**src/core/bsf_pkg.sv**
```systemverilog
package bsf_pkg;

  ////////////////////////////////////////////////////////////////////////////
  // Clock and timing
  localparam int CLK_PERIOD_NS    = 100;
  localparam int OSC_FREQ_KHZ     = 1000;
  localparam int OSC_PERIOD_NS    = 1000000 / OSC_FREQ_KHZ;
  localparam int OSC_DIV_CYC      = OSC_PERIOD_NS / CLK_PERIOD_NS;
  localparam int INRUSH_US        = 2048;
  localparam int SUPPLY_EN_US     = 128;
  localparam int SOFT_BOOST_US    = 2048;
  localparam int INRUSH_TICKS     = INRUSH_US * 1000 / OSC_PERIOD_NS;
  localparam int SUPPLY_EN_TICKS  = SUPPLY_EN_US * 1000 / OSC_PERIOD_NS;
  localparam int SOFT_BOOST_TICKS = SOFT_BOOST_US * 1000 / OSC_PERIOD_NS;
  // Longest gap between sync falls still counted as a live clock
  localparam int SYNC_DET_KHZ     = 300;
  localparam int SYNC_MAX_GAP_CYC = 1000000 / SYNC_DET_KHZ / CLK_PERIOD_NS;
  localparam int MIN_OFF_NS       = 100;
  localparam int MIN_OFF_CYC      = (MIN_OFF_NS + CLK_PERIOD_NS - 1)
                                    / CLK_PERIOD_NS;

  ////////////////////////////////////////////////////////////////////////////
  // Current limit steps, percent of final value
  localparam logic [6:0] ILIM_OFF = 7'h00;
  localparam logic [6:0] ILIM_25  = 7'h19;
  localparam logic [6:0] ILIM_50  = 7'h32;
  localparam logic [6:0] ILIM_75  = 7'h4b;
  localparam logic [6:0] ILIM_100 = 7'h64;

  ////////////////////////////////////////////////////////////////////////////
  // Register map
  localparam int          AXI_ADDR_W       = 4;
  localparam logic [3:0]  REG_CTRL         = 4'h0;
  localparam logic [3:0]  REG_STATUS       = 4'h4;
  localparam logic [3:0]  REG_RESTARTS     = 4'h8;
  localparam logic [3:0]  REG_SYNC_PER     = 4'hc;
  localparam int          CTRL_RESTART_BIT = 0;
  localparam int          CTRL_SYNC_EN_BIT = 1;
  localparam logic        CTRL_SYNC_EN_RST = 1'b1;
  localparam int          STS_STATE_LSB    = 0;
  localparam int          STS_UV_BIT       = 4;
  localparam int          STS_OC_BIT       = 5;
  localparam int          STS_OV_BIT       = 6;
  localparam int          STS_OT_BIT       = 7;
  localparam int          STS_LOCK_BIT     = 8;
  localparam int          STS_OFF_BIT      = 9;
  localparam int          STS_ILIM_LSB     = 16;
  localparam logic [1:0]  RESP_OKAY        = 2'h0;
  localparam logic [1:0]  RESP_SLVERR      = 2'h2;

  ////////////////////////////////////////////////////////////////////////////
  // Types
  typedef enum logic [3:0] {
    ST_OFF, ST_UV_WAIT, ST_FAULT_HOLD, ST_INRUSH, ST_SUPPLY_EN,
    ST_SB25, ST_SB50, ST_SB75, ST_NORMAL
  } bsf_state_t;

  typedef struct packed {
    logic uv;
    logic oc;
    logic ov;
    logic ot;
    logic fb_above;
    logic peak_hit;
  } bsf_sense_t;

  typedef struct packed {
    logic       io_active;
    logic       inrush_src;
    logic       supply_sw_on;
    logic       fb0_sense;
    logic       fb1_sense;
    logic       fb0_gnd;
    logic       fb1_gnd;
    logic [6:0] ilim_pct;
  } bsf_drive_t;

endpackage : bsf_pkg

```
**src/core/bsf_seq_top.sv**
```systemverilog
// The implementer's own choices: the AXI4-Lite interface to the registers and the register addresses.
`timescale 1ns/10ps
module bsf_seq_top #(
  parameter int INRUSH_TICKS     = bsf_pkg::INRUSH_TICKS,
  parameter int SUPPLY_EN_TICKS  = bsf_pkg::SUPPLY_EN_TICKS,
  parameter int SOFT_BOOST_TICKS = bsf_pkg::SOFT_BOOST_TICKS,
  parameter int OSC_DIV          = bsf_pkg::OSC_DIV_CYC
) (
  input  wire logic                          CLK_I,
  input  wire logic                          SYS_RST_I,
  input  wire logic                          CE_I,
  input  wire logic                          CHIP_ENABLE_LOW_I,
  input  wire logic                          VOLTAGE_SELECT_I,
  input  wire logic                          SYNC_CLOCK_IN_I,
  input  wire bsf_pkg::bsf_sense_t           SENSE_I,
  output bsf_pkg::bsf_drive_t                DRIVE_O,
  output logic                               SWITCH_NODE_GATE_O,
  input  wire logic [bsf_pkg::AXI_ADDR_W-1:0] S_AXI_AWADDR,
  input  wire logic                          S_AXI_AWVALID,
  output logic                               S_AXI_AWREADY,
  input  wire logic [31:0]                   S_AXI_WDATA,
  input  wire logic [3:0]                    S_AXI_WSTRB,
  input  wire logic                          S_AXI_WVALID,
  output logic                               S_AXI_WREADY,
  output logic [1:0]                         S_AXI_BRESP,
  output logic                               S_AXI_BVALID,
  input  wire logic                          S_AXI_BREADY,
  input  wire logic [bsf_pkg::AXI_ADDR_W-1:0] S_AXI_ARADDR,
  input  wire logic                          S_AXI_ARVALID,
  output logic                               S_AXI_ARREADY,
  output logic [31:0]                        S_AXI_RDATA,
  output logic [1:0]                         S_AXI_RRESP,
  output logic                               S_AXI_RVALID,
  input  wire logic                          S_AXI_RREADY
);

  localparam int ADDR_W = bsf_pkg::AXI_ADDR_W;
  localparam int DUR_W  = 16;
  localparam int TICK_W = 8;
  localparam int PER_W  = 8;

  typedef struct packed {
    logic                en_m;
    logic                en_s;
    logic                sel_m;
    logic                sel_s;
    logic                sync_m;
    logic                sync_s;
    bsf_pkg::bsf_sense_t sen_m;
    bsf_pkg::bsf_sense_t sen_s;
    bsf_pkg::bsf_state_t state;
    logic [TICK_W-1:0]   tick_cnt;
    logic [DUR_W-1:0]    dur;
    logic [15:0]         restarts;
    logic                sync_en;
    logic                restart_req;
    bsf_pkg::bsf_drive_t drv;
    logic                aw_full;
    logic [ADDR_W-1:0]   aw_addr;
    logic                w_full;
    logic [31:0]         w_data;
    logic [3:0]          w_strb;
    logic                bvalid;
    logic [1:0]          bresp;
    logic                rvalid;
    logic [31:0]         rdata;
    logic [1:0]          rresp;
  } bsf_top_st_t;

  bsf_top_st_t       r_reg;
  bsf_top_st_t       r_next;
  logic              osc_tick;
  logic              run;
  logic              sw_gate;
  logic              sync_locked;
  logic [PER_W-1:0]  sync_period;

  ////////////////////////////////////////////////////////////////////////////
  function automatic logic is_active(input bsf_pkg::bsf_state_t s);
    return s inside {bsf_pkg::ST_INRUSH, bsf_pkg::ST_SUPPLY_EN,
                     bsf_pkg::ST_SB25, bsf_pkg::ST_SB50,
                     bsf_pkg::ST_SB75, bsf_pkg::ST_NORMAL};
  endfunction : is_active

  function automatic bsf_pkg::bsf_state_t succ(input bsf_pkg::bsf_state_t s);
    case (s)
      bsf_pkg::ST_INRUSH:    return bsf_pkg::ST_SUPPLY_EN;
      bsf_pkg::ST_SUPPLY_EN: return bsf_pkg::ST_SB25;
      bsf_pkg::ST_SB25:      return bsf_pkg::ST_SB50;
      bsf_pkg::ST_SB50:      return bsf_pkg::ST_SB75;
      bsf_pkg::ST_SB75:      return bsf_pkg::ST_NORMAL;
      default:               return s;
    endcase
  endfunction : succ

  function automatic logic [DUR_W-1:0] dwell(input bsf_pkg::bsf_state_t s);
    case (s)
      bsf_pkg::ST_INRUSH:    return DUR_W'(INRUSH_TICKS);
      bsf_pkg::ST_SUPPLY_EN: return DUR_W'(SUPPLY_EN_TICKS);
      default:               return DUR_W'(SOFT_BOOST_TICKS);
    endcase
  endfunction : dwell

  function automatic bsf_pkg::bsf_drive_t drive_of(
    input bsf_pkg::bsf_state_t s,
    input logic                sel
  );
    bsf_pkg::bsf_drive_t d;
    d = '0;
    if (s != bsf_pkg::ST_OFF && s != bsf_pkg::ST_UV_WAIT) begin
      d.io_active = 1'b1;
      d.fb0_sense = ~sel;
      d.fb1_gnd   = ~sel;
      d.fb1_sense = sel;
      d.fb0_gnd   = sel;
    end
    d.inrush_src   = (s == bsf_pkg::ST_INRUSH);
    // Disconnect switch opens in every inactive state and in inrush
    d.supply_sw_on = is_active(s) && s != bsf_pkg::ST_INRUSH;
    case (s)
      bsf_pkg::ST_SB25:   d.ilim_pct = bsf_pkg::ILIM_25;
      bsf_pkg::ST_SB50:   d.ilim_pct = bsf_pkg::ILIM_50;
      bsf_pkg::ST_SB75:   d.ilim_pct = bsf_pkg::ILIM_75;
      bsf_pkg::ST_NORMAL: d.ilim_pct = bsf_pkg::ILIM_100;
      default:            d.ilim_pct = bsf_pkg::ILIM_OFF;
    endcase
    return d;
  endfunction : drive_of

  ////////////////////////////////////////////////////////////////////////////
  // Ready handshakes stall while the clock enable freezes the state; BVALID and RVALID are not gated
  assign S_AXI_AWREADY = CE_I & ~r_reg.aw_full;
  assign S_AXI_WREADY  = CE_I & ~r_reg.w_full;
  assign S_AXI_ARREADY = CE_I & ~r_reg.rvalid;
  assign S_AXI_BVALID  = r_reg.bvalid;
  assign S_AXI_BRESP   = r_reg.bresp;
  assign S_AXI_RVALID  = r_reg.rvalid;
  assign S_AXI_RDATA   = r_reg.rdata;
  assign S_AXI_RRESP   = r_reg.rresp;
  assign DRIVE_O            = r_reg.drv;
  assign SWITCH_NODE_GATE_O = sw_gate;

  assign osc_tick = (r_reg.tick_cnt == TICK_W'(OSC_DIV - 1));
  // Gate is cut one edge after any fault, on the same edge as the state change
  assign run = r_reg.state inside {bsf_pkg::ST_SB25, bsf_pkg::ST_SB50,
                                   bsf_pkg::ST_SB75, bsf_pkg::ST_NORMAL}
               & ~r_reg.en_s & ~r_reg.sen_s.uv & ~r_reg.sen_s.oc
               & ~r_reg.sen_s.ov & ~r_reg.sen_s.ot;

  ////////////////////////////////////////////////////////////////////////////
  always_comb begin
    r_next = r_reg;
    r_next.en_m   = CHIP_ENABLE_LOW_I;
    r_next.en_s   = r_reg.en_m;
    r_next.sel_m  = VOLTAGE_SELECT_I;
    r_next.sel_s  = r_reg.sel_m;
    r_next.sync_m = SYNC_CLOCK_IN_I;
    r_next.sync_s = r_reg.sync_m;
    r_next.sen_m  = SENSE_I;
    r_next.sen_s  = r_reg.sen_m;
    r_next.tick_cnt    = osc_tick ? '0 : r_reg.tick_cnt + 1'b1;
    r_next.restart_req = 1'b0;

    // Register bus
    if (S_AXI_AWVALID && S_AXI_AWREADY) begin
      r_next.aw_full = 1'b1;
      r_next.aw_addr = S_AXI_AWADDR;
    end
    if (S_AXI_WVALID && S_AXI_WREADY) begin
      r_next.w_full = 1'b1;
      r_next.w_data = S_AXI_WDATA;
      r_next.w_strb = S_AXI_WSTRB;
    end
    if (r_reg.bvalid && S_AXI_BREADY) begin
      r_next.bvalid = 1'b0;
    end
    if (r_reg.aw_full && r_reg.w_full && !r_reg.bvalid) begin
      r_next.aw_full = 1'b0;
      r_next.w_full  = 1'b0;
      r_next.bvalid  = 1'b1;
      r_next.bresp   = bsf_pkg::RESP_OKAY;
      case (r_reg.aw_addr)
        bsf_pkg::REG_CTRL: begin
          if (r_reg.w_strb[0]) begin
            r_next.sync_en     = r_reg.w_data[bsf_pkg::CTRL_SYNC_EN_BIT];
            r_next.restart_req = r_reg.w_data[bsf_pkg::CTRL_RESTART_BIT];
          end
        end
        bsf_pkg::REG_STATUS, bsf_pkg::REG_RESTARTS,
        bsf_pkg::REG_SYNC_PER: begin
        end
        default: r_next.bresp = bsf_pkg::RESP_SLVERR;
      endcase
    end
    if (r_reg.rvalid && S_AXI_RREADY) begin
      r_next.rvalid = 1'b0;
    end
    if (S_AXI_ARVALID && S_AXI_ARREADY) begin
      r_next.rvalid = 1'b1;
      r_next.rdata  = '0;
      r_next.rresp  = bsf_pkg::RESP_OKAY;
      case (S_AXI_ARADDR)
        bsf_pkg::REG_CTRL:
          r_next.rdata[bsf_pkg::CTRL_SYNC_EN_BIT] = r_reg.sync_en;
        bsf_pkg::REG_STATUS: begin
          r_next.rdata[bsf_pkg::STS_STATE_LSB +: 4] = r_reg.state;
          r_next.rdata[bsf_pkg::STS_UV_BIT]   = r_reg.sen_s.uv;
          r_next.rdata[bsf_pkg::STS_OC_BIT]   = r_reg.sen_s.oc;
          r_next.rdata[bsf_pkg::STS_OV_BIT]   = r_reg.sen_s.ov;
          r_next.rdata[bsf_pkg::STS_OT_BIT]   = r_reg.sen_s.ot;
          r_next.rdata[bsf_pkg::STS_LOCK_BIT] = sync_locked;
          r_next.rdata[bsf_pkg::STS_OFF_BIT]  = r_reg.en_s;
          r_next.rdata[bsf_pkg::STS_ILIM_LSB +: 7] = r_reg.drv.ilim_pct;
        end
        bsf_pkg::REG_RESTARTS: r_next.rdata[15:0] = r_reg.restarts;
        bsf_pkg::REG_SYNC_PER: r_next.rdata[PER_W-1:0] = sync_period;
        default: r_next.rresp = bsf_pkg::RESP_SLVERR;
      endcase
    end

    // Sequencer: disable, then undervoltage, then hold faults, then restarts
    if (r_reg.en_s) begin
      r_next.state = bsf_pkg::ST_OFF;
      r_next.dur   = '0;
    end else if (r_reg.sen_s.uv) begin
      r_next.state = bsf_pkg::ST_UV_WAIT;
      r_next.dur   = '0;
    end else if (r_reg.sen_s.ov || r_reg.sen_s.ot) begin
      r_next.state = bsf_pkg::ST_FAULT_HOLD;
      r_next.dur   = '0;
    end else if (is_active(r_reg.state)
                 && (r_reg.sen_s.oc || r_reg.restart_req)) begin
      r_next.state    = bsf_pkg::ST_INRUSH;
      r_next.dur      = '0;
      r_next.restarts = r_reg.restarts + 1'b1;
    end else begin
      case (r_reg.state)
        bsf_pkg::ST_OFF: begin
          r_next.state = bsf_pkg::ST_INRUSH;
        end
        bsf_pkg::ST_UV_WAIT, bsf_pkg::ST_FAULT_HOLD: begin
          // Comparators carry the hysteresis, so a clear flag means recovered
          r_next.state    = bsf_pkg::ST_INRUSH;
          r_next.restarts = r_reg.restarts + 1'b1;
        end
        bsf_pkg::ST_NORMAL: begin
          r_next.state = bsf_pkg::ST_NORMAL;
        end
        default: begin
          if (osc_tick) begin
            if (r_reg.dur == dwell(r_reg.state) - 1'b1) begin
              r_next.state = succ(r_reg.state);
              r_next.dur   = '0;
            end else begin
              r_next.dur = r_reg.dur + 1'b1;
            end
          end
        end
      endcase
    end
    r_next.drv = drive_of(r_next.state, r_reg.sel_s);
  end

  always_ff @(posedge CLK_I) begin
    if (SYS_RST_I) begin
      r_reg         <= '0;
      r_reg.en_m    <= 1'b1;
      r_reg.en_s    <= 1'b1;
      r_reg.sync_m  <= 1'b1;
      r_reg.sync_s  <= 1'b1;
      r_reg.sync_en <= bsf_pkg::CTRL_SYNC_EN_RST;
    end else if (CE_I) begin
      r_reg <= r_next;
    end
  end

  ////////////////////////////////////////////////////////////////////////////
  bsf_switch_ctl #(
    .OSC_DIV (OSC_DIV),
    .CNT_W   (PER_W)
  ) u_switch (
    .clk_i         (CLK_I),
    .rst_i         (SYS_RST_I),
    .ce_i          (CE_I),
    .osc_tick_i    (osc_tick),
    .sync_n_i      (r_reg.sync_s),
    .sync_allow_i  (r_reg.sync_en),
    .run_i         (run),
    .fb_above_i    (r_reg.sen_s.fb_above),
    .peak_hit_i    (r_reg.sen_s.peak_hit),
    .gate_on_o     (sw_gate),
    .sync_locked_o (sync_locked),
    .sync_period_o (sync_period)
  );

  logic fault_any;
  assign fault_any = r_reg.sen_s.uv | r_reg.sen_s.oc | r_reg.sen_s.ov
                     | r_reg.sen_s.ot;
endmodule : bsf_seq_top

```
**src/core/bsf_switch_ctl.sv**
```systemverilog
`timescale 1ns/10ps
module bsf_switch_ctl #(
  parameter int OSC_DIV = bsf_pkg::OSC_DIV_CYC,
  parameter int CNT_W   = 8
) (
  input  wire logic             clk_i,
  input  wire logic             rst_i,
  input  wire logic             ce_i,
  input  wire logic             osc_tick_i,
  input  wire logic             sync_n_i,
  input  wire logic             sync_allow_i,
  input  wire logic             run_i,
  input  wire logic             fb_above_i,
  input  wire logic             peak_hit_i,
  output logic                  gate_on_o,
  output logic                  sync_locked_o,
  output logic [CNT_W-1:0]      sync_period_o
);

  typedef struct packed {
    logic             sync_prev;
    logic [CNT_W-1:0] gap_cnt;
    logic [CNT_W-1:0] period;
    logic             locked;
    logic             gate;
    logic [CNT_W-1:0] on_cnt;
  } bsf_sw_st_t;

  localparam logic [CNT_W-1:0] GAP_MAX = CNT_W'(bsf_pkg::SYNC_MAX_GAP_CYC);
  localparam logic [CNT_W-1:0] MIN_OFF = CNT_W'(bsf_pkg::MIN_OFF_CYC);
  localparam logic [CNT_W-1:0] INT_PER = CNT_W'(OSC_DIV);

  bsf_sw_st_t       r_reg;
  bsf_sw_st_t       r_next;
  logic             sync_fall;
  logic             use_ext;
  logic             start;
  logic [CNT_W-1:0] per_len;
  logic [CNT_W-1:0] off_at;

  ////////////////////////////////////////////////////////////////////////////
  always_comb begin
    r_next    = r_reg;
    sync_fall = r_reg.sync_prev & ~sync_n_i;
    r_next.sync_prev = sync_n_i;
    // Lock only while consecutive falls come faster than the detect limit
    if (sync_fall) begin
      r_next.locked  = (r_reg.gap_cnt < GAP_MAX);
      r_next.period  = r_reg.gap_cnt + 1'b1;
      r_next.gap_cnt = '0;
    end else begin
      if (r_reg.gap_cnt != '1) begin
        r_next.gap_cnt = r_reg.gap_cnt + 1'b1;
      end
      if (r_reg.gap_cnt >= GAP_MAX) begin
        r_next.locked = 1'b0;
      end
    end
    use_ext = r_reg.locked & sync_allow_i;
    // Period start is the gate turning on, i.e. the switch node falling
    start   = use_ext ? sync_fall : osc_tick_i;
    per_len = use_ext ? r_reg.period : INT_PER;
    // Off time is reserved at the end of every period
    off_at  = (per_len > MIN_OFF) ? per_len - MIN_OFF : CNT_W'(1);
    if (!run_i) begin
      r_next.gate = 1'b0;
    end else if (start) begin
      r_next.gate   = ~fb_above_i;
      r_next.on_cnt = CNT_W'(1);
    end else if (r_reg.gate) begin
      if (peak_hit_i || r_reg.on_cnt >= off_at) begin
        r_next.gate = 1'b0;
      end else begin
        r_next.on_cnt = r_reg.on_cnt + 1'b1;
      end
    end
  end

  always_ff @(posedge clk_i) begin
    if (rst_i) begin
      r_reg <= '0;
    end else if (ce_i) begin
      r_reg <= r_next;
    end
  end

  assign gate_on_o     = r_reg.gate;
  assign sync_locked_o = r_reg.locked;
  assign sync_period_o = r_reg.period;

endmodule : bsf_switch_ctl

```
**config.mk**
```make
export PLATFORM = sky130hd
export DESIGN_NAME = bsf_seq_top
export DESIGN_NICKNAME = d
export VERILOG_FILES = /design/src/core/bsf_pkg.sv /design/src/core/bsf_seq_top.sv /design/src/core/bsf_switch_ctl.sv
export SDC_FILE = /design/constraint.sdc
export NUM_CORES = 1
export LEC_CHECK = 0
export BUFFER_PORTS_ARGS = -buffer_cell sky130_fd_sc_hd__buf_4
export CAP_MARGIN = 20
export CORE_MARGIN = 8
export CORE_UTILIZATION = 55
export CTS_BUF_LIST = sky130_fd_sc_hd__clkbuf_4 sky130_fd_sc_hd__clkbuf_8
export CTS_CLUSTER_DIAMETER = 40
export DETAILED_ROUTE_END_ITERATION = 8
export PLACE_DENSITY_LB_ADDON = 0.05
export SKIP_LAST_GASP = 1
export SLEW_MARGIN = 20
export SYNTH_ARGS = -nofsm -noshare
export SYNTH_HDL_FRONTEND = slang
export SYNTH_HIERARCHICAL = 1
export SYNTH_SLANG_ARGS = --single-unit
```
**constraint.sdc**
```tcl
create_clock -name CLK_I -period 7.4 [get_ports CLK_I]
set_input_delay 1.48 -clock CLK_I [delete_from_list [all_inputs] [get_ports CLK_I]]
set_output_delay 1.48 -clock CLK_I [all_outputs]
set_load 0.005 [all_outputs]
```
==> flow_metrics.env, run 1 <==
export IMPL_antenna_found_initial=0
export IMPL_hold_viol_final=0
export IMPL_fp_dieH_microns=131
export IMPL_synth_seq_area_share=0.374
export IMPL_via_count=5647
export IMPL_r2r_setup_slack_ps=4020
export IMPL_grt_pass1_vias=5654
export IMPL_cts_setup_buffers=0
export IMPL_startpoint_type="input port"
export IMPL_io_buffer_count=72
export IMPL_grt_max_degree=68
export IMPL_drive_gt1_frac=0.171
export IMPL_ys_ff_latch=137
export IMPL_synth_top_area_frac=0.374
export IMPL_worst_ep_required_time_ps=7770
export IMPL_netlist_top_cells_area="dfxtp_1 (37%), nor2_1 (7.1%), buf_4 (6.2%), mux2i_1 (4.2%), ha_1 (3.1%)"
export IMPL_grt_pass1_wl_microns=27200
export IMPL_initial_core_util=0.558
export IMPL_cts_resized=0
export IMPL_syn_to_final_growth_pct=7.71
export IMPL_clk_pin_slew_ps=70
export IMPL_layout_min_cycle_time_ps=3700
export IMPL_crit_slowest_cell="or3_1"
export IMPL_pin_count=117
export IMPL_wl_microns=15900
export IMPL_synth_edf_count=0
export IMPL_critical_path_max_fanout=25
export IMPL_hold_buffers=0
export IMPL_hold_path_class="reg2reg"
export IMPL_cts_buffers=17
export IMPL_pre_cts_ws_ps=3250
export IMPL_grt_setup_unrepaired="no"
export IMPL_p_leak_nw=3.04
export IMPL_relSlewSlack=0.345
export IMPL_vias_per_cell=5.50
export IMPL_largest_register_ffs=64
export IMPL_die_area_sq_mm=0.0173
export IMPL_grt_ovfl_total=0
export IMPL_clockBufferDepth=2
export IMPL_h_tree_depth=4
export IMPL_max_stage_delay_ps=750
export IMPL_dr_first_iter_drc_count=298
export IMPL_dp_cells=994
export IMPL_timing_rr_end="u_switch/r_reg[2]"
export IMPL_tightest_slew_ps=972
export IMPL_track_usage=0.187
export IMPL_cts_tree="done"
export IMPL_netlist_instances=832
export IMPL_clk_latency_ps=440
export IMPL_syn_area_sq_mm=0.00733
export IMPL_max_freq_mhz=270
export IMPL_slew_violations=0
export IMPL_clock_sink_count=137
export IMPL_fin_setup_tns_ps=0
export IMPL_regToRegStartpoint="r_reg[139]"
export IMPL_nNetsFinal=916
export IMPL_wl_per_cell_microns=15.5
export IMPL_die_width_microns=131
export IMPL_ys_types=87
export IMPL_setup_worst_path_class="in2reg"
export IMPL_antennaDiodeCount=0
export IMPL_crit_end="S_AXI_RDATA[20]"
export IMPL_crit_start="CE_I"
export IMPL_clock_root_buffer="clkbuf_8"
export IMPL_endpoint_kind="flip-flop"
export IMPL_setup_violations=0
export IMPL_cpMostUsedCell="nor2b_1"
export IMPL_power_density_mw_per_mm2=194
export IMPL_crit_arrival_ps=4080
export IMPL_ant_nets=0
export IMPL_setup_slack_ps=3700
export IMPL_drc=0
export IMPL_yosys_area_top_type="dfxtp_1"
export IMPL_r2r_cells=7
export IMPL_path_cells="buf_4, nor2b_1, nand2_1, or3_1, nor2b_1, a22oi_1, nor2_1"
export IMPL_n_fill_cell=1198
export IMPL_rows=42
export IMPL_core_area_sq_mm=0.0131
export IMPL_irDropWorstVdd_mv=0.136
export IMPL_synth_warning_count=6
export IMPL_dr_pass1_iters=5
export IMPL_hpwlAfterDp_microns=11600
export IMPL_gp_congestion=0.807
export IMPL_cap_violations=0
export IMPL_synth_flop_cell="dfxtp_1"
export IMPL_worst_clock_skew_ps=15.3
export IMPL_synth_avg_cell_area_sq_um=8.81
export IMPL_fin_crit_sh=0.501
export IMPL_status="completed"
export IMPL_synthArstFlopShare=0
export IMPL_fin_cells=1026
==> worst min-delay path by stage <==
stage | start | to | slack [ps] | cells after the start
after floorplan | r_next[152] | r_reg[152] | 430 | 1
after global placement | r_next[152] | r_reg[152] | 440 | 1
after detailed placement | r_next[152] | r_reg[152] | 450 | 1
after CTS | S_AXI_RDATA[1] | S_AXI_RDATA[1] | 470 | 2
after global routing | S_AXI_RDATA[1] | S_AXI_RDATA[1] | 490 | 2
final | S_AXI_RDATA[1] | S_AXI_RDATA[1] | 460 | 2
==> cells by family after synthesis <==
kind of cell | after synthesis | share of synthesized area
simple gates | 328 | 0.227
other cells | 1 | 0.000511
fa+ha+maj | 19 | 0.0321
flops | 137 | 0.374
compound gates | 150 | 0.153
xor+xnor | 45 | 0.0538
mux | 41 | 0.0596
buf+inv | 111 | 0.0998
==> placed cells by master, fill, tap and decap left out, types with 7 or more instances in the layout <==
master	instances
o21ai_0	16
a211oi_1	9
nand4_1	18
ha_1	18
nor2b_1	18
inv_1	13
conb_1	11
nor2_1	139
clkbuf_8	17
mux2_2	8
xor2_1	25
xnor2_1	20
dfxtp_1	137
nand2b_1	13
nand3_1	22
buf_4	74
nor3_1	13
a21oi_1	42
mux2i_1	31
a22oi_1	23
nand2_1	51
a211o_1	7
==> metrics by stage <==
step	utilization	power (mW)	area (sq um)	hold WS [ps]
finish	0.601	1.53	7900	462
CTS	0.601	1.56	7900	466
global placement	0.568	0.885	7460	438
global route	0.601	1.60	7900	493
detailed placement	0.568	0.889	7460	452
floorplan	-	0.865	7370	431
==> area by class of cell <==
type	instances	area [sq um]	share of cell area
inverter	13	48.8	0.00618
clock inverter	14	194	0.0246
sequential	137	2740	0.347
multi-input combinational	594	3890	0.493
clock buffer	18	241	0.0306
tap	176	220	0.0279
timing repair buffer	74	556	0.0703
==> synthesized netlist by cell type, types with 5 or more instances <==
cell / n
nor2_1: 139
dfxtp_1: 137
buf_4: 61
nand2_1: 51
a21oi_1: 42
mux2i_1: 31
xor2_1: 25
a22oi_1: 23
nand3_1: 22
clkbuf_1: 21
xnor2_1: 20
ha_1: 18
nand4_1: 18
nor2b_1: 18
o21ai_0: 16
inv_1: 13
nand2b_1: 13
nor3_1: 13
a211oi_1: 9
mux2_2: 8
a211o_1: 7
a21o_1: 6
and4_1: 6
o21ai_1: 6
o2bb2ai_1: 6
and3_1: 5
buf_2: 5
clkbuf_8: 5
nand3b_1: 5
==> per-layer routing <==
metal  up-vias  share of wire  track usage
met5         -              0            0
met4         0          0.011       0.0657
met1      2672           0.45        0.226
met3        10          0.043       0.0476
li1       2871              -            -
met2        94           0.50        0.316
==> power by group <==
group	internal, mW	switching, mW	leakage [nW]	total (mW)
Sequential	0.752	0.0144	1.11	0.766
Combinational	0.0446	0.0604	1.71	0.105
Clock	0.373	0.291	0.217	0.664
==> worst max-delay path, delay by kind of cell <==
kind,cells,cell delay (ps)
AO/OA/AOI/OAI,1,150
buffers and inverters,1,220
AND/OR/NAND/NOR,5,2210
No activity file was read; power rests on OpenSTA's default activity.
==> run 2: changes to the inputs <==
Clock period 7.4 ns to 3.6 ns, I/O delays scaled along.
==> run 2 against run 1 <==
Clock-buffer cell count grew 3. Critical path type is now reg2reg. Final cell count up 0.49%. Combinational power grew 110%. Power is 100% higher. Highest routed layer unchanged. Register-to-register slack got worse by 3700 ps. Flip-flop and latch count is the same. Core utilization increased by 0.33 points. Sequential power increased by 110%. Sequential share of layout area decreased by 0.19 points. Global-route usage down 0.24 points.
==> flow_metrics.env, run 2 (synthesis gave the netlist of run 1 again) <==
export IMPL_timing_rr_end="u_switch/r_reg[1]"
export IMPL_track_usage=0.185
export IMPL_clk_pin_slew_ps=80
export IMPL_antenna_found_initial=0
export IMPL_layout_min_cycle_time_ps=3260
export IMPL_core_area_sq_mm=0.0131
export IMPL_h_tree_depth=4
export IMPL_cts_setup_buffers=0
export IMPL_vias_per_cell=5.54
export IMPL_cap_violations=0
export IMPL_irDropWorstVdd_mv=0.326
export IMPL_crit_arrival_ps=3620
export IMPL_relSlewSlack=0.559
export IMPL_hold_buffers=0
export IMPL_r2r_cells=11
export IMPL_cpMostUsedCell="ha_1"
export IMPL_min_to="S_AXI_RDATA[1]"
export IMPL_grt_setup_unrepaired="no"
export IMPL_clk_latency_ps=440
export IMPL_pin_count=117
export IMPL_max_freq_mhz=307
export IMPL_power_total_mw=3.11
export IMPL_nNetsFinal=922
export IMPL_grt_pass1_wl_microns=27100
export IMPL_io_buffer_count=72
export IMPL_endpoint_kind="flip-flop"
export IMPL_whs_path_depth=2
export IMPL_drc=0
export IMPL_clockBufferDepth=2
export IMPL_worst_ep_required_time_ps=3960
export IMPL_drive_gt1_frac=0.175
export IMPL_critical_path_max_fanout=9
export IMPL_cts_resized=0
export IMPL_cts_buffers=17
export IMPL_via_count=5707
export IMPL_status="completed"
export IMPL_final_common_cell="nor2_1"
export IMPL_fp_dieH_microns=131
export IMPL_dr_pass1_iters=4
export IMPL_r2r_setup_slack_ps=340
export IMPL_largest_register_ffs=64
export IMPL_setup_violations=0
export IMPL_regToRegStartpoint="u_switch/sync_locked_o"
export IMPL_fin_crit_sh=0.906
export IMPL_ant_nets=0
export IMPL_wl_microns=15700
export IMPL_antennaDiodeCount=0
export IMPL_grt_ovfl_total=0
export IMPL_cts_tree="done"
export IMPL_rows=42
export IMPL_layout_common_cells="nor2_1 (139), dfxtp_1 (137), buf_4 (79)"
export IMPL_hpwlAfterDp_microns=11400
export IMPL_p_leak_nw=3.06
export IMPL_grt_pass1_vias=5668
export IMPL_setup_worst_path_class="reg2reg"
export IMPL_startpoint_type="flip-flop"
export IMPL_wl_per_cell_microns=15.3
export IMPL_clock_sink_count=137
export IMPL_dr_first_iter_drc_count=284
export IMPL_max_stage_delay_ps=430
export IMPL_die_area_sq_mm=0.0173
export IMPL_path_cells="and2_1, nand2_1, ha_1, o211ai_1, o21ai_0, ha_1, o21ai_1, a211o_1, o21a_4, a31oi_4, o2bb2ai_1"
export IMPL_crit_slowest_cell="dfxtp_1"
export IMPL_syn_to_final_growth_pct=8.31
export IMPL_worst_clock_skew_ps=13.6
export IMPL_min_delay_start="S_AXI_RDATA[1]"
export IMPL_fin_setup_tns_ps=0
export IMPL_hold_viol_final=0
export IMPL_initial_core_util=0.558
export IMPL_hold_path_class="reg2reg"
export IMPL_gp_congestion=0.814
export IMPL_die_width_microns=131
export IMPL_power_density_mw_per_mm2=392
export IMPL_tightest_slew_ps=660
export IMPL_slew_violations=0
export IMPL_crit_start="u_switch/sync_locked_o"
export IMPL_grt_max_degree=60
export IMPL_n_fill_cell=1200
export IMPL_clock_root_buffer="clkbuf_8"
[run 2: power by group]
part	switching [mW]	internal (mW)	total, mW
combinational	0.125	0.0953	0.220
sequential	0.0302	1.54	1.58
clock	0.579	0.736	1.32
total	0.733	2.38	3.11
[run 2: worst max-delay path by stage]
stage | endpoint | cells after the start | slack, ps
6_report | u_switch/r_reg[1] | 11 | 340
3_3_place_gp | u_switch/r_reg[2] | 11 | 430
2_1_floorplan | u_switch/r_reg[2] | 12 | 770
3_5_place_dp | u_switch/r_reg[3] | 11 | 370
4_1_cts | u_switch/r_reg[1] | 11 | 330
5_1_grt | u_switch/r_reg[0] | 11 | 40
[run 2: metal layers]
| layer | GRT usage | routed length (microns) | vias to the layer above |
|---|---|---|---|
| li1 | - | - | 2876 |
| met3 | 0.0541 | 657 | 25 |
| met1 | 0.221 | 7220 | 2715 |
| met2 | 0.308 | 7580 | 91 |
| met4 | 0.0664 | 271 | 0 |
| met5 | 0 | 0 | - |
[run 2: cell type report]
| cell class | count | area [sq um] | area share |
|---|---|---|---|
| Clock buffer | 21 | 277 | 0.0348 |
| Clock inverter | 10 | 145 | 0.0183 |
| Inverter | 13 | 48.8 | 0.00614 |
| Multi-Input combinational cell | 594 | 3890 | 0.490 |
| Sequential cell | 137 | 2740 | 0.345 |
| Tap cell | 176 | 220 | 0.0277 |
| Timing Repair Buffer | 80 | 613 | 0.0772 |
[run 2: worst max-delay path, delay by kind of cell, from the launching register on]
kind                       cells  cell delay, ps
AOI/OAI and AO/OA              7            1700
adders and majority gates      2             580
DFF                            1             430
and+or+nand+nor                2             490
[run 2: through the flow]
| stage | cells | cell area (sq um) | hold slack, ps | setup WS (ps) | util |
|---|---|---|---|---|---|
| final | 1031 | 7940 | 462 | 339 | 0.604 |
| after global routing | 1031 | 7940 | 471 | 42.0 | 0.604 |
| after CTS | 1031 | 7940 | 457 | 332 | 0.604 |
| after detailed placement | 1000 | 7520 | 449 | 367 | 0.572 |
| after global placement | 1000 | 7520 | 441 | 432 | 0.572 |
| after floorplan | 842 | 7370 | 431 | 769 | - |
==> run 3: changes to the inputs <==
Settings changed: CTS_CLUSTER_SIZE set to 24.
Clock period 3.6 ns to 3.65 ns, I/O delays scaled along.
==> run 3 against run 2 <==
Core utilization fell by 0.16 points. Global-route usage decreased by 0.11 points. Final cell count hardly changed. Combinational power decreased by 2%. Flip-flop and latch count unchanged. Routed wire length rose by 0.20%. Worst hold slack gained 13 ps. Critical path type unchanged. Largest cell class unchanged. Largest power group unchanged.
==> flow_metrics.env, run 3 (synthesis gave the netlist of run 1 again) <==
export IMPL_clk_latency_ps=450
export IMPL_h_tree_depth=4
export IMPL_power_total_mw=3.05
export IMPL_hold_viol_final=0
export IMPL_startpoint_type="flip-flop"
export IMPL_whs_path_depth=2
export IMPL_fin_setup_tns_ps=0
export IMPL_initial_core_util=0.558
export IMPL_dr_first_iter_drc_count=283
export IMPL_rows=42
export IMPL_die_area_sq_mm=0.0173
export IMPL_grt_setup_unrepaired="no"
export IMPL_cts_buffers=17
export IMPL_utilization=0.603
export IMPL_fin_cells=1032
export IMPL_vias_per_cell=5.52
export IMPL_gp_congestion=0.835
export IMPL_cap_violations=0
export IMPL_grt_pass1_vias=5543
export IMPL_antennaDiodeCount=0
export IMPL_drc=0
export IMPL_fp_dieH_microns=131
export IMPL_hpwlAfterDp_microns=11400
export IMPL_drive_gt1_frac=0.176
export IMPL_die_width_microns=131
export IMPL_worst_ep_required_time_ps=4000
export IMPL_layout_min_cycle_time_ps=3320
export IMPL_cts_resized=0
export IMPL_track_usage=0.184
export IMPL_clock_root_buffer="clkbuf_8"
export IMPL_crit_end="u_switch/r_reg[4]"
export IMPL_setup_worst_path_class="reg2reg"
export IMPL_dr_pass1_iters=4
export IMPL_regToRegStartpoint="u_switch/sync_locked_o"
export IMPL_nNetsFinal=922
export IMPL_pin_count=117
export IMPL_via_count=5701
export IMPL_worst_clock_skew_ps=18.4
export IMPL_critical_path_max_fanout=9
export IMPL_timing_hold_ws_ps=476
export IMPL_clk_pin_slew_ps=80
export IMPL_core_area_sq_mm=0.0131
export IMPL_cts_tree="done"
export IMPL_syn_to_final_growth_pct=8.02
export IMPL_fin_crit_sh=0.910
export IMPL_crit_start="u_switch/sync_locked_o"
export IMPL_hold_path_class="reg2reg"
export IMPL_tightest_slew_ps=686
export IMPL_endpoint_kind="flip-flop"
export IMPL_antenna_found_initial=0
export IMPL_cts_setup_buffers=0
export IMPL_wl_per_cell_microns=15.3
export IMPL_irDropWorstVdd_mv=0.314
export IMPL_relSlewSlack=0.543
export IMPL_dp_cells=1000
export IMPL_timing_rr_end="u_switch/r_reg[4]"
export IMPL_grt_ovfl_total=0
export IMPL_io_buffer_count=72
export IMPL_r2r_cells=11
export IMPL_n_fill_cell=1195
export IMPL_grt_max_degree=70
export IMPL_wl_microns=15800
export IMPL_crit_arrival_ps=3670
export IMPL_ant_nets=0
export IMPL_grt_pass1_wl_microns=26600
export IMPL_largest_register_ffs=64
export IMPL_max_freq_mhz=301
export IMPL_slew_violations=0
export IMPL_clockBufferDepth=2
export IMPL_final_common_cell="nor2_1"
export IMPL_clock_sink_count=137
export IMPL_power_density_mw_per_mm2=385
export IMPL_layout_common_cells="nor2_1 (139), dfxtp_1 (137), buf_4 (80)"
export IMPL_p_leak_nw=3.05
export IMPL_hold_buffers=0
export IMPL_setup_violations=0
export IMPL_r2r_setup_slack_ps=330
export IMPL_status="completed"
==> run 3: how the worst min path moves through the flow <==
stage                      startpoint        endpoint  slack (ps)
floorplan                 r_next[152]      r_reg[152]         430
global placement          r_next[152]      r_reg[152]         450
detailed placement     S_AXI_RDATA[1]  S_AXI_RDATA[1]         450
CTS                 CHIP_ENABLE_LOW_I     r_next[156]         470
global route        CHIP_ENABLE_LOW_I     r_next[156]         460
finish                 S_AXI_RDATA[1]  S_AXI_RDATA[1]         480
==> run 3: critical path: stages, from the launching register on <==
cell and delay, ps:
dfxtp_1 460, and2_1 350, nand2_1 130, ha_1 260
o211ai_1 450, nand2_1 110, ha_1 300, nand2b_4 150
a2111oi_4 440, o21a_4 230, a31oi_4 130, a21o_1 210
==> run 3: layout make-up <==
cell class | count | area (sq um) | area share
multi-input combinational | 594 | 3890 | 0.492
sequential | 137 | 2740 | 0.346
timing repair buffer | 80 | 601 | 0.0758
clock buffer | 20 | 263 | 0.0332
tap | 176 | 220 | 0.0278
clock inverter | 12 | 150 | 0.0190
inverter | 13 | 48.8 | 0.00616
==> run 3: metrics by stage <==
stage	cell area (sq um)	worst slack, ps
final	7920	330
after floorplan	7370	819
after global routing	7920	88.2
after detailed placement	7510	357
after global placement	7510	452
after CTS	7920	329
==> run 3: power by group <==
group / switching [mW] / internal [mW]
combinational: 0.123 / 0.0933
clock: 0.575 / 0.704
sequential: 0.0301 / 1.52
==> run 3: routing by layer <==
layer	GRT usage	part of all wire	routed length [microns]	vias to the layer above
li1	-	-	-	2887
met1	0.220	0.45	7170	2708
met2	0.308	0.50	7830	98
met3	0.0556	0.043	670	8
met4	0.0606	0.0055	87	0
met5	0	0	0	-
